==> src/hdl/pio_consts.svh <==
// Purpose: Offsets, field positions, reset values and pin map of the parallel I/O block
// Assumes: Included by bare name after the package
// Notes:   Pins are one flat vector: port A 0..5, port B 6..13, port C 14..17
`ifndef PIO_CONSTS_SVH
`define PIO_CONSTS_SVH

// ----------------------------------------------------------------
// Pin layout
// ----------------------------------------------------------------
`define PIO_NPINS        18
`define PIO_A_LO         0
`define PIO_A_W          6
`define PIO_B_LO         6
`define PIO_B_W          8
`define PIO_C_LO         14
`define PIO_C_W          4
`define PIO_IRQ_W        4
`define PIO_OUT_ONLY_PIN 4
`define PIO_GANG_MASTER  14
`define PIO_GANG_SEL1    15
`define PIO_GANG_SEL2    16
`define PIO_GANG_SEL3    17
`define PIO_GANG_SEL4    8
`define PIO_GANG_SEL5    9
`define PIO_GANG_SEL6    10
`define PIO_GANG_SEL7    11

// ----------------------------------------------------------------
// Byte offsets
// ----------------------------------------------------------------
`define PIO_BASE_A    8'h00
`define PIO_BASE_B    8'h20
`define PIO_BASE_C    8'h40
`define PIO_OFF_DATA  5'h00
`define PIO_OFF_DIR   5'h04
`define PIO_OFF_PULL  5'h08
`define PIO_OFF_SLEW  5'h0c
`define PIO_OFF_DRIVE 5'h10
`define PIO_BASE_IRQA 8'h60
`define PIO_BASE_IRQB 8'h70
`define PIO_OFF_SC    4'h0
`define PIO_OFF_IEN   4'h4
`define PIO_OFF_POL   4'h8
`define PIO_OFF_GANG  8'h80

// ----------------------------------------------------------------
// Status and control fields, reset values
// ----------------------------------------------------------------
`define PIO_SC_MODE   0
`define PIO_SC_UNMASK 1
`define PIO_SC_ACK    2
`define PIO_SC_FLAG   3
`define PIO_RST_CTRL  18'h0_0000
`define PIO_RST_OEN   18'h3_ffff
`define PIO_RST_IBUF  18'h3_ffef
`define PIO_RST_GANG  8'h00
`define PIO_RST_IRQ   4'h0

`endif

==> src/hdl/pio_pkg.sv <==
// Purpose: Shared types of the parallel I/O block
// Assumes: Nothing
// Notes:   Constants live in pio_consts.svh
package pio_pkg;
	typedef logic [17:0] pio_pins_t;
	typedef enum logic [1:0] {PIO_PORT_A, PIO_PORT_B, PIO_PORT_C} pio_port_e;
endpackage

==> src/hdl/pio_top.sv <==
// Purpose: Parallel I/O ports, pin controls, ganged output and pin interrupts behind APB
// Assumes: Pin inputs are asynchronous; peripheral and analog enables come from i_clk logic
// Notes:   APB slave answers with no wait state; unmapped addresses give pslverr
// Notes on behaviour
// - An enabled shared peripheral takes the pin away from general-purpose I/O.
// - Reset clears directions, slew, drive and pull bits; peripherals disabled.
// - Direction bit enables output buffer and picks data read source.
// - Data read gives pin level for inputs, latch value for outputs.
// - Input buffer always on except analog pins and the output-only pin.
// - Peripheral controls output buffer; direction bit still picks read source.
// - Analog disables both buffers; input read with buffer off gives zero.
// - Analog function wins over digital alternate function on a pin.
// - Pull enabled by its bit, forced off for outputs and analog pins.
// - Per-pin slew control, meaningless while pin is input.
// - Per-pin drive select picks high drive when set.
// - Gang control takes only first write; enable bit plus select bits 7:1.
// - Ganged pins become outputs following master pin data, drive and slew.
// - Select bits 7..1 map to B5,B4,B3,B2,C3,C2,C1; enable maps to C0.
// - Ganged output beats peripherals; analog beats ganged output.
// - Gang enable forces master pin to output regardless of its direction.
// - Pins A3:0 and B3:0 serve as interrupt and wake inputs.
// - Per-pin enable and polarity; per-port edge or edge-and-level mode.
// - Edge seen as deasserted then asserted on consecutive bus clocks.
// - An input must be seen deasserted before an edge counts.
// - Edge sets flag, unmask raises request, acknowledge one clears flag.
// - Level mode: acknowledge clears only when all enabled inputs deasserted.
`timescale 1ns/1ps
`include "pio_consts.svh"
module pio_top #(
	parameter int ADDR_W = 8
) (
	input  wire logic              i_clk,
	input  wire logic              i_rstn,
	input  wire logic              i_psel,
	input  wire logic              i_penable,
	input  wire logic              i_pwrite,
	input  wire logic [ADDR_W-1:0] i_paddr,
	input  wire logic [31:0]       i_pwdata,
	output logic [31:0]            o_prdata,
	output logic                   o_pready,
	output logic                   o_pslverr,
	input  wire pio_pkg::pio_pins_t i_pin_in,
	output pio_pkg::pio_pins_t     o_pin_out,
	output pio_pkg::pio_pins_t     o_pin_oe_n,
	output pio_pkg::pio_pins_t     o_pin_ibuf_en,
	output pio_pkg::pio_pins_t     o_pin_pull_en,
	output pio_pkg::pio_pins_t     o_pin_slew,
	output pio_pkg::pio_pins_t     o_pin_drive_hi,
	input  wire pio_pkg::pio_pins_t i_per_en,
	input  wire pio_pkg::pio_pins_t i_per_oe,
	input  wire pio_pkg::pio_pins_t i_per_out,
	input  wire pio_pkg::pio_pins_t i_ana_en,
	output pio_pkg::pio_pins_t     o_per_in,
	output logic                   o_irq_a,
	output logic                   o_irq_b,
	output logic                   o_wake
);
	if (ADDR_W < 8) begin : g_chk
		$error("pio_top: ADDR_W must be at least 8");
	end

	// ----------------------------------------------------------------
	// Helpers
	// ----------------------------------------------------------------
	function automatic int unsigned port_lo(input logic [1:0] p);
		return (p == 2'h0) ? `PIO_A_LO : (p == 2'h1) ? `PIO_B_LO : `PIO_C_LO;
	endfunction

	function automatic pio_pkg::pio_pins_t port_mask(input logic [1:0] p);
		pio_pkg::pio_pins_t m;
		m = '0;
		for (int i = 0; i < `PIO_NPINS; i++) begin
			if (p == 2'h0) m[i] = (i < `PIO_B_LO);
			else if (p == 2'h1) m[i] = (i >= `PIO_B_LO) && (i < `PIO_C_LO);
			else m[i] = (i >= `PIO_C_LO);
		end
		return m;
	endfunction

	// Merge a written byte into one port's slice of a flat pin vector
	function automatic pio_pkg::pio_pins_t wr_port(input pio_pkg::pio_pins_t old,
			input logic [1:0] p, input logic [7:0] wd);
		pio_pkg::pio_pins_t m;
		pio_pkg::pio_pins_t v;
		m = port_mask(p);
		v = pio_pkg::pio_pins_t'({10'h000, wd} << port_lo(p));
		return (old & ~m) | (v & m);
	endfunction

	// Extract one port's slice, upper bits zero
	function automatic logic [7:0] rd_port(input pio_pkg::pio_pins_t v, input logic [1:0] p);
		pio_pkg::pio_pins_t s;
		s = (v & port_mask(p)) >> port_lo(p);
		return s[7:0];
	endfunction

	// ----------------------------------------------------------------
	// State
	// ----------------------------------------------------------------
	pio_pkg::pio_pins_t data_reg, dir_reg, pull_reg, slew_reg, drive_reg;
	pio_pkg::pio_pins_t sync1_reg, sync2_reg;
	pio_pkg::pio_pins_t out_reg, oen_reg, ibuf_reg, pullo_reg, slewo_reg, drvo_reg, perin_reg;
	pio_pkg::pio_pins_t gang_pin, per_own, drv_en, out_next, ibuf_next, rd_src;
	logic [7:0]         gang_reg;
	logic               gang_done_reg;
	logic [3:0]         ien_a_reg, ien_b_reg, pol_a_reg, pol_b_reg;
	logic               mode_a_reg, mode_b_reg, unm_a_reg, unm_b_reg;
	logic               ack_a, ack_b, flag_a, flag_b;
	logic [31:0]        prdata_reg, rd_next;
	logic               err_reg, hit_next;
	logic               wr_en, setup;
	logic [1:0]         wport;
	logic               is_port, is_irq, is_gang, irq_sel;

	// ----------------------------------------------------------------
	// APB decode
	// ----------------------------------------------------------------
	// Address windows: ports at 0x00/0x20/0x40, interrupt ports 0x60/0x70, gang 0x80
	assign setup   = i_psel & ~i_penable;
	assign wr_en   = i_psel & i_penable & i_pwrite;
	assign wport   = i_paddr[6:5];
	assign is_port = (i_paddr[ADDR_W-1:7] == '0) && (wport != 2'h3) && (i_paddr[4:0] <= `PIO_OFF_DRIVE)
		&& (i_paddr[1:0] == 2'h0);
	assign is_irq  = (i_paddr[ADDR_W-1:5] == (ADDR_W-5)'(3)) && (i_paddr[3:0] <= `PIO_OFF_POL)
		&& (i_paddr[1:0] == 2'h0);
	assign irq_sel = i_paddr[4];
	assign is_gang = (i_paddr == ADDR_W'(`PIO_OFF_GANG));
	assign ack_a   = wr_en & is_irq & ~irq_sel & (i_paddr[3:0] == `PIO_OFF_SC) & i_pwdata[`PIO_SC_ACK];
	assign ack_b   = wr_en & is_irq & irq_sel & (i_paddr[3:0] == `PIO_OFF_SC) & i_pwdata[`PIO_SC_ACK];

	// ----------------------------------------------------------------
	// Pin control registers
	// ----------------------------------------------------------------
	// Port latch, direction and pad controls; all cleared at reset
	always_ff @(posedge i_clk) begin
		if (!i_rstn) begin
			data_reg  <= `PIO_RST_CTRL;
			dir_reg   <= `PIO_RST_CTRL;
			pull_reg  <= `PIO_RST_CTRL;
			slew_reg  <= `PIO_RST_CTRL;
			drive_reg <= `PIO_RST_CTRL;
		end else if (wr_en && is_port) begin
			unique case (i_paddr[4:0])
				`PIO_OFF_DATA:  data_reg  <= wr_port(data_reg, wport, i_pwdata[7:0]);
				`PIO_OFF_DIR:   dir_reg   <= wr_port(dir_reg, wport, i_pwdata[7:0]);
				`PIO_OFF_PULL:  pull_reg  <= wr_port(pull_reg, wport, i_pwdata[7:0]);
				`PIO_OFF_SLEW:  slew_reg  <= wr_port(slew_reg, wport, i_pwdata[7:0]);
				`PIO_OFF_DRIVE: drive_reg <= wr_port(drive_reg, wport, i_pwdata[7:0]);
				default: ;
			endcase
		end
	end

	// Gang control is write-once: the first write after reset locks it
	always_ff @(posedge i_clk) begin
		if (!i_rstn) begin
			gang_reg      <= `PIO_RST_GANG;
			gang_done_reg <= 1'b0;
		end else if (wr_en && is_gang && !gang_done_reg) begin
			gang_reg      <= i_pwdata[7:0];
			gang_done_reg <= 1'b1;
		end
	end

	// Interrupt configuration; the acknowledge bit is a pulse and is not stored
	always_ff @(posedge i_clk) begin
		if (!i_rstn) begin
			ien_a_reg  <= `PIO_RST_IRQ;
			ien_b_reg  <= `PIO_RST_IRQ;
			pol_a_reg  <= `PIO_RST_IRQ;
			pol_b_reg  <= `PIO_RST_IRQ;
			mode_a_reg <= 1'b0;
			mode_b_reg <= 1'b0;
			unm_a_reg  <= 1'b0;
			unm_b_reg  <= 1'b0;
		end else if (wr_en && is_irq) begin
			unique case ({irq_sel, i_paddr[3:0]})
				{1'b0, `PIO_OFF_SC}: begin
					mode_a_reg <= i_pwdata[`PIO_SC_MODE];
					unm_a_reg  <= i_pwdata[`PIO_SC_UNMASK];
				end
				{1'b1, `PIO_OFF_SC}: begin
					mode_b_reg <= i_pwdata[`PIO_SC_MODE];
					unm_b_reg  <= i_pwdata[`PIO_SC_UNMASK];
				end
				{1'b0, `PIO_OFF_IEN}: ien_a_reg <= i_pwdata[3:0];
				{1'b1, `PIO_OFF_IEN}: ien_b_reg <= i_pwdata[3:0];
				{1'b0, `PIO_OFF_POL}: pol_a_reg <= i_pwdata[3:0];
				{1'b1, `PIO_OFF_POL}: pol_b_reg <= i_pwdata[3:0];
				default: ;
			endcase
		end
	end

	// ----------------------------------------------------------------
	// Pin priority: analog, then gang, then peripheral, then port
	// ----------------------------------------------------------------
	// Gang pins are only forced while the enable bit is set
	always_comb begin
		gang_pin = '0;
		if (gang_reg[0]) begin
			gang_pin[`PIO_GANG_MASTER] = 1'b1;
			gang_pin[`PIO_GANG_SEL1]   = gang_reg[1];
			gang_pin[`PIO_GANG_SEL2]   = gang_reg[2];
			gang_pin[`PIO_GANG_SEL3]   = gang_reg[3];
			gang_pin[`PIO_GANG_SEL4]   = gang_reg[4];
			gang_pin[`PIO_GANG_SEL5]   = gang_reg[5];
			gang_pin[`PIO_GANG_SEL6]   = gang_reg[6];
			gang_pin[`PIO_GANG_SEL7]   = gang_reg[7];
		end
	end

	// Per-pin steering; the peripheral loses to gang and both lose to analog
	always_comb begin
		per_own   = i_per_en & ~gang_pin & ~i_ana_en;
		ibuf_next = ~i_ana_en;
		ibuf_next[`PIO_OUT_ONLY_PIN] = 1'b0;
		for (int i = 0; i < `PIO_NPINS; i++) begin
			if (i_ana_en[i]) begin
				drv_en[i]   = 1'b0;
				out_next[i] = 1'b0;
			end else if (gang_pin[i]) begin
				drv_en[i]   = 1'b1;
				out_next[i] = data_reg[`PIO_GANG_MASTER];
			end else if (per_own[i]) begin
				drv_en[i]   = i_per_oe[i];
				out_next[i] = i_per_out[i];
			end else begin
				drv_en[i]   = dir_reg[i];
				out_next[i] = data_reg[i];
			end
		end
	end

	// Registered pad drive; one cycle of latency traded for glitch-free pads
	always_ff @(posedge i_clk) begin
		if (!i_rstn) begin
			out_reg   <= `PIO_RST_CTRL;
			oen_reg   <= `PIO_RST_OEN;
			ibuf_reg  <= `PIO_RST_IBUF;
			pullo_reg <= `PIO_RST_CTRL;
			slewo_reg <= `PIO_RST_CTRL;
			drvo_reg  <= `PIO_RST_CTRL;
		end else begin
			out_reg   <= out_next;
			oen_reg   <= ~drv_en;
			ibuf_reg  <= ibuf_next;
			pullo_reg <= pull_reg & ~drv_en & ~i_ana_en;
			for (int i = 0; i < `PIO_NPINS; i++) begin
				slewo_reg[i] <= gang_pin[i] ? slew_reg[`PIO_GANG_MASTER] : slew_reg[i];
				drvo_reg[i]  <= gang_pin[i] ? drive_reg[`PIO_GANG_MASTER] : drive_reg[i];
			end
		end
	end

	// ----------------------------------------------------------------
	// Input path
	// ----------------------------------------------------------------
	// Two-flop synchroniser; only the second stage is read
	always_ff @(posedge i_clk) begin
		if (!i_rstn) begin
			sync1_reg <= `PIO_RST_CTRL;
			sync2_reg <= `PIO_RST_CTRL;
		end else begin
			sync1_reg <= i_pin_in;
			sync2_reg <= sync1_reg;
		end
	end

	// Level seen by peripherals, zero when the input buffer is off
	always_ff @(posedge i_clk) begin
		if (!i_rstn) begin
			perin_reg <= `PIO_RST_CTRL;
		end else begin
			perin_reg <= sync2_reg & ibuf_next;
		end
	end

	// Read source: latch for outputs and the output-only pin, gated pin for inputs
	always_comb begin
		for (int i = 0; i < `PIO_NPINS; i++) begin
			if (dir_reg[i] || (i == `PIO_OUT_ONLY_PIN)) begin
				rd_src[i] = data_reg[i];
			end else begin
				rd_src[i] = sync2_reg[i] & ibuf_next[i];
			end
		end
	end

	// ----------------------------------------------------------------
	// Pin interrupts on A3:0 and B3:0
	// ----------------------------------------------------------------
	pio_irq_port #(.IRQ_PINS(`PIO_IRQ_W)) u_irq_a (
		.i_clk      (i_clk),
		.i_rstn     (i_rstn),
		.i_pin      (sync2_reg[`PIO_A_LO +: `PIO_IRQ_W]),
		.i_enable   (ien_a_reg),
		.i_polarity (pol_a_reg),
		.i_mode     (mode_a_reg),
		.i_unmask   (unm_a_reg),
		.i_ack      (ack_a),
		.o_flag     (flag_a),
		.o_irq      (o_irq_a)
	);

	pio_irq_port #(.IRQ_PINS(`PIO_IRQ_W)) u_irq_b (
		.i_clk      (i_clk),
		.i_rstn     (i_rstn),
		.i_pin      (sync2_reg[`PIO_B_LO +: `PIO_IRQ_W]),
		.i_enable   (ien_b_reg),
		.i_polarity (pol_b_reg),
		.i_mode     (mode_b_reg),
		.i_unmask   (unm_b_reg),
		.i_ack      (ack_b),
		.o_flag     (flag_b),
		.o_irq      (o_irq_b)
	);

	// Wake follows an unmasked request from either port
	assign o_wake = o_irq_a | o_irq_b;

	// ----------------------------------------------------------------
	// APB read and answer
	// ----------------------------------------------------------------
	// Read mux; data captured in the setup cycle, so it is one cycle old at access
	always_comb begin
		rd_next  = 32'h0000_0000;
		hit_next = is_port | is_irq | is_gang;
		if (is_port) begin
			unique case (i_paddr[4:0])
				`PIO_OFF_DATA:  rd_next[7:0] = rd_port(rd_src, wport);
				`PIO_OFF_DIR:   rd_next[7:0] = rd_port(dir_reg, wport);
				`PIO_OFF_PULL:  rd_next[7:0] = rd_port(pull_reg, wport);
				`PIO_OFF_SLEW:  rd_next[7:0] = rd_port(slew_reg, wport);
				`PIO_OFF_DRIVE: rd_next[7:0] = rd_port(drive_reg, wport);
				default:        hit_next     = 1'b0;
			endcase
		end else if (is_irq) begin
			unique case (i_paddr[3:0])
				`PIO_OFF_SC: begin
					rd_next[`PIO_SC_FLAG]   = irq_sel ? flag_b : flag_a;
					rd_next[`PIO_SC_UNMASK] = irq_sel ? unm_b_reg : unm_a_reg;
					rd_next[`PIO_SC_MODE]   = irq_sel ? mode_b_reg : mode_a_reg;
				end
				`PIO_OFF_IEN: rd_next[3:0] = irq_sel ? ien_b_reg : ien_a_reg;
				`PIO_OFF_POL: rd_next[3:0] = irq_sel ? pol_b_reg : pol_a_reg;
				default:      hit_next     = 1'b0;
			endcase
		end else if (is_gang) begin
			rd_next[7:0] = gang_reg;
		end
	end

	always_ff @(posedge i_clk) begin
		if (!i_rstn) begin
			prdata_reg <= 32'h0000_0000;
			err_reg    <= 1'b0;
		end else if (setup) begin
			prdata_reg <= i_pwrite ? 32'h0000_0000 : rd_next;
			err_reg    <= ~hit_next;
		end
	end

	assign o_prdata       = prdata_reg;
	assign o_pready       = 1'b1;
	assign o_pslverr      = i_psel & i_penable & err_reg;
	assign o_pin_out      = out_reg;
	assign o_pin_oe_n     = oen_reg;
	assign o_pin_ibuf_en  = ibuf_reg;
	assign o_pin_pull_en  = pullo_reg;
	assign o_pin_slew     = slewo_reg;
	assign o_pin_drive_hi = drvo_reg;
	assign o_per_in       = perin_reg;

	// ----------------------------------------------------------------
	// Checks
	// ----------------------------------------------------------------
	AST_RESET_CLEARS: assert property (@(posedge i_clk)
		!i_rstn |=> (dir_reg == '0) && (pull_reg == '0) && (slew_reg == '0) && (drive_reg == '0)
		&& (gang_reg == '0)) else $error("reset left control bits set");
	AST_ANALOG_BUFFERS_OFF: assert property (@(posedge i_clk) disable iff (!i_rstn)
		$past(i_rstn) |-> &(o_pin_oe_n | ~$past(i_ana_en)) && ((o_pin_ibuf_en & $past(i_ana_en)) == '0))
		else $error("analog pin buffer enabled");
	AST_PULL_OFF_DRIVING: assert property (@(posedge i_clk) disable iff (!i_rstn)
		(o_pin_pull_en & ~o_pin_oe_n) == '0) else $error("pull on while driving");
	AST_GANG_LOCKED: assert property (@(posedge i_clk) disable iff (!i_rstn)
		gang_done_reg |=> $stable(gang_reg)) else $error("gang control changed after first write");
	AST_MASTER_FORCED: assert property (@(posedge i_clk) disable iff (!i_rstn)
		(gang_reg[0] && !i_ana_en[`PIO_GANG_MASTER]) |=> !o_pin_oe_n[`PIO_GANG_MASTER])
		else $error("gang master not driven");
endmodule // pio_top

==> src/hdl/pio_irq_port.sv <==
// Purpose: Pin interrupt detection for one port
// Assumes: i_pin is already synchronised to i_clk
// Notes:   Flag set wins over an acknowledge in the same cycle
`timescale 1ns/1ps
module pio_irq_port #(
	parameter int IRQ_PINS = 4
) (
	input  wire logic                i_clk,
	input  wire logic                i_rstn,
	input  wire logic [IRQ_PINS-1:0] i_pin,
	input  wire logic [IRQ_PINS-1:0] i_enable,
	input  wire logic [IRQ_PINS-1:0] i_polarity,
	input  wire logic                i_mode,
	input  wire logic                i_unmask,
	input  wire logic                i_ack,
	output logic                     o_flag,
	output logic                     o_irq
);
	logic [IRQ_PINS-1:0] act;
	logic [IRQ_PINS-1:0] armed_reg;
	logic [IRQ_PINS-1:0] edge_hit;
	logic                any_act;
	logic                set_ev;
	logic                flag_reg;

	if (IRQ_PINS < 1 || IRQ_PINS > 8) begin : g_chk
		$error("pio_irq_port: IRQ_PINS must be 1 to 8");
	end

	// Asserted level: polarity 1 means high, 0 means low
	assign act      = ~(i_pin ^ i_polarity);
	assign edge_hit = i_enable & act & armed_reg;
	assign any_act  = |(i_enable & act);
	assign set_ev   = (|edge_hit) | (i_mode & any_act);

	// Armed once an enabled input was seen deasserted the cycle before
	always_ff @(posedge i_clk) begin
		if (!i_rstn) begin
			armed_reg <= '0;
		end else begin
			armed_reg <= i_enable & ~act;
		end
	end

	// Flag: set beats acknowledge; level mode holds while any input is active
	always_ff @(posedge i_clk) begin
		if (!i_rstn) begin
			flag_reg <= 1'b0;
		end else if (set_ev) begin
			flag_reg <= 1'b1;
		end else if (i_ack && (!i_mode || !any_act)) begin
			flag_reg <= 1'b0;
		end
	end

	assign o_flag = flag_reg;
	assign o_irq  = flag_reg & i_unmask;

	AST_EDGE_SETS_FLAG: assert property (@(posedge i_clk) disable iff (!i_rstn)
		(|edge_hit) |=> o_flag) else $error("edge did not set flag");
	AST_ACK_CLEARS_EDGE: assert property (@(posedge i_clk) disable iff (!i_rstn)
		(i_ack && !i_mode && !set_ev) |=> !o_flag) else $error("ack did not clear flag");
	AST_LEVEL_HOLDS: assert property (@(posedge i_clk) disable iff (!i_rstn)
		(i_mode && any_act) |=> o_flag) else $error("active level did not hold flag");
	AST_NO_EDGE_UNARMED: assert property (@(posedge i_clk) disable iff (!i_rstn)
		(!i_mode && !o_flag && $stable(i_enable) && ($past(i_enable) & ~$past(act)) == '0) |=> !o_flag)
		else $error("flag set without prior deasserted level");
endmodule // pio_irq_port

==> config.mk <==
export PLATFORM = sky130hd
export DESIGN_NAME = pio_top
export DESIGN_NICKNAME = d
export VERILOG_FILES = /design/src/hdl/pio_pkg.sv /design/src/hdl/pio_top.sv /design/src/hdl/pio_irq_port.sv
export VERILOG_INCLUDE_DIRS = /design/src /design/src/hdl
export SDC_FILE = /design/constraint.sdc
export NUM_CORES = 1
export LEC_CHECK = 0
export BUFFER_PORTS_ARGS = -buffer_cell sky130_fd_sc_hd__buf_2
export CORE_MARGIN = 2
export CORE_UTILIZATION = 57
export CTS_CLUSTER_SIZE = 30
export DETAILED_ROUTE_END_ITERATION = 12
export PLACE_DENSITY = 0.85
export SLEW_MARGIN = 20
export SYNTH_ARGS = -nofsm -noshare
export SYNTH_HDL_FRONTEND = slang
export SYNTH_SLANG_ARGS = --single-unit
==> constraint.sdc <==
create_clock -name i_clk -period 3.77 [get_ports i_clk]
set_input_delay 0.754 -clock i_clk [delete_from_list [all_inputs] [get_ports i_clk]]
set_output_delay 0.754 -clock i_clk [all_outputs]
set_load 0.01 [all_outputs]
==> metrics.csv <==
metric;value;unit
total_leakage_power;6.15;nW
worstMarginPinSlew;1060;ps
synth_cells;1318;
max_slew_margin;0.293;
ys_warn_count;0;
placement.cell_area;13400;um2
setup_total_negative_slack;0;ps
post_synth_most_frequent_cells;dfxtp_1 (296), nand2_1 (220), mux2i_1 (80);
cts_hold_buf;0;
yosys.cell_count.top_type;dfxtp_1;
clk-insertion-delay-late;550;ps
final_cell_area;14500;um2
rsz0062_at_grt;false;
detail_route.drc_violations;0;
cts_root_buf;clkbuf_16;
gp_congestion;0.988;
post_cts_buffers;0;
grt_first_pass_wirelength;53800;um
floorplan.io_pins;298;
first_pass_iters;7;
fin_nets;1675;
reg2regPathDepth;6;
max-clock-path-buffers;3;
setup_viol_count_final;0;
hold_class;in -> reg;
synth.avg_cell_area;9.16;um2
worstSetupEndpointType;register;
ys_seq_area_frac;0.491;
max-cap-violations;0;
yosys.area.top_type;dfxtp_1;
floorplan.die_area;22400;um2
finalClockSkew;13.7;ps
antenna_found_initial;3;
global_route_overflow;0;
timing.critical_path.required;4230;ps
cts-buffers-inserted;28;
nFillCells;1613;
antenna_violating_nets_left;0;
yosys.cell_types.count;62;
dominantRegCellSynth;dfxtp_1;
status;completed;
timing.final.hold_violations;0;
route.vias.total;10528;
cp_slowest_cell;nor2_1;
worst-path-max-fanout;26;
drt_wl_total;35700;um
cts.sink_count;296;
power.ir.vdd_worst;0.000342;V
row_count;53;
crit_path_cell_trace;buf_2 > o21a_1 > nor3_2 > nand3b_1 > nor2_1 > nand2_1 > a21boi_0;
timing.reg2reg.setup_slack;1830;ps
h_tree_levels;1;
drtIter0Drc;985;
pin_count_of_the_biggest_net_entering_global_routing;152;
synth_area_leaders;dfxtp_1 (49%), nand2_1 (6.8%), mux2i_1 (6.6%);
final-max-slew-violation-count;0;
path_class;in -> reg;
cp_slowest_stage_delay;510;ps
netlist_area;12100;um2
cts_resized;0;
pwr_dens;465;nW/um2
initial_cell_density_of_the_core;0.578;
cp_data_arrival_time;2920;ps
dieWidth;150;um
ys_ff_latch;296;
ys_async_sr_fraction;0;
first_global_vias;9931;
setup.worst_path.start_class;input pin;
synth_enable_flop_cells;0;
globalRouteTotalUtil;0.307;
fp.dieH;150;um
routed_wire_length_per_instance;19.4;um
clk_pin_slew_worst_paths;60;ps
core-area;20900;um2
fmax;0.407;GHz
cts_tree;done;
hold_depth;2;
syn2layout_area_growth;20.1;%
post-route-period-util;0.652;
synth_top_area_share;0.491;
port_bufs;245;
route.detailed.vias_per_inst;5.73;
detailedPlacementHpwl;25300;um
drive_above_1_share;0.225;
layout_min_cycle_time;2460;ps
[cell usage in the layout, fill, tap and decap left out, types with 6 or more instances in the layout]
| cell | n |
|---|---|
| nor2_1 | 65 |
| nand2b_1 | 6 |
| nor3b_1 | 14 |
| nor3_1 | 7 |
| a22oi_1 | 10 |
| nand2_1 | 220 |
| buf_4 | 26 |
| clkbuf_16 | 28 |
| and2_1 | 69 |
| buf_2 | 244 |
| and3b_1 | 8 |
| xnor2_1 | 8 |
| o21ai_0 | 71 |
| nor2b_1 | 77 |
| a31oi_1 | 9 |
| bufinv_16 | 7 |
| a21boi_0 | 79 |
| nand3_1 | 39 |
| clkinv_2 | 6 |
| dfxtp_1 | 296 |
| conb_1 | 27 |
| mux2i_1 | 80 |
| a221oi_1 | 11 |
| o211a_1 | 25 |
| mux2_2 | 14 |
| a21oi_1 | 23 |
[metrics by stage]
step                instances  utilization  hold slack [ps]  setup slack [ps]  total power [mW]
finish                   1837        0.694              400              1310              6.74
global route             1837        0.694              394              1050              6.93
CTS                      1836        0.694              385              1350              6.77
detailed placement       1785        0.644              417               823              3.65
global placement         1785        0.644              414               870              3.64
floorplan                1343            -              412              1270              3.49
[routing by layer]
layer | GRT usage | wire, um
met5 | 0 | 13
met4 | 0.123 | 1210
met3 | 0.0512 | 3130
met2 | 0.509 | 16900
met1 | 0.401 | 14400
[critical path, delay by kind of cell]
kind | cells | cell delay, ps
simple gates | 4 | 1310
compound gates | 2 | 530
buf+inv | 1 | 310
[power breakdown]
| part | total, mW | leakage [nW] | internal, mW | switching, mW |
|---|---|---|---|---|
| clock network | 3.16 | 0.514 | 1.93 | 1.23 |
| logic | 0.404 | 3.24 | 0.157 | 0.247 |
| registers | 3.18 | 2.40 | 3.17 | 0.0157 |
| total | 6.74 | 6.15 | 5.25 | 1.50 |
[cell families (layout without fill, tap and decap cells)]
kind of cell / after synthesis / count (layout) / share of synthesized area
muxes: 95 / 95 / 0.0813
xor gates and xnor gates: 8 / 8 / 0.00580
and+or+nand+nor: 537 / 537 / 0.220
other: 2 / 28 / 0.000622
AOI/OAI and AO/OA: 271 / 271 / 0.158
buffers and inverters: 109 / 327 / 0.0433
DFF: 296 / 296 / 0.491
[area by class of cell]
class	instances	area, um2	area share
Tap cell	275	344	0.0237
Multi-Input combinational cell	938	5720	0.394
Timing Repair Buffer	272	1450	0.0998
Clock inverter	18	289	0.0199
Clock buffer	33	759	0.0524
Sequential cell	296	5930	0.409
Inverter	4	15.0	0.00104
Antenna cell	1	2.50	0.000173
[path summary, 6_finish.rpt]
path | from | end
max | i_paddr[2] | register
min | i_ana_en[1] | o_pin_ibuf_en[1]$_SDFF_PN1_
max reg2reg | sync2_reg[6]$_SDFF_PN0_ | o_prdata[0]$_SDFFE_PN0P_
min reg2reg | sync1_reg[16]$_SDFF_PN0_ | sync2_reg[16]$_SDFF_PN0_
(Power assumes the default switching activity.)
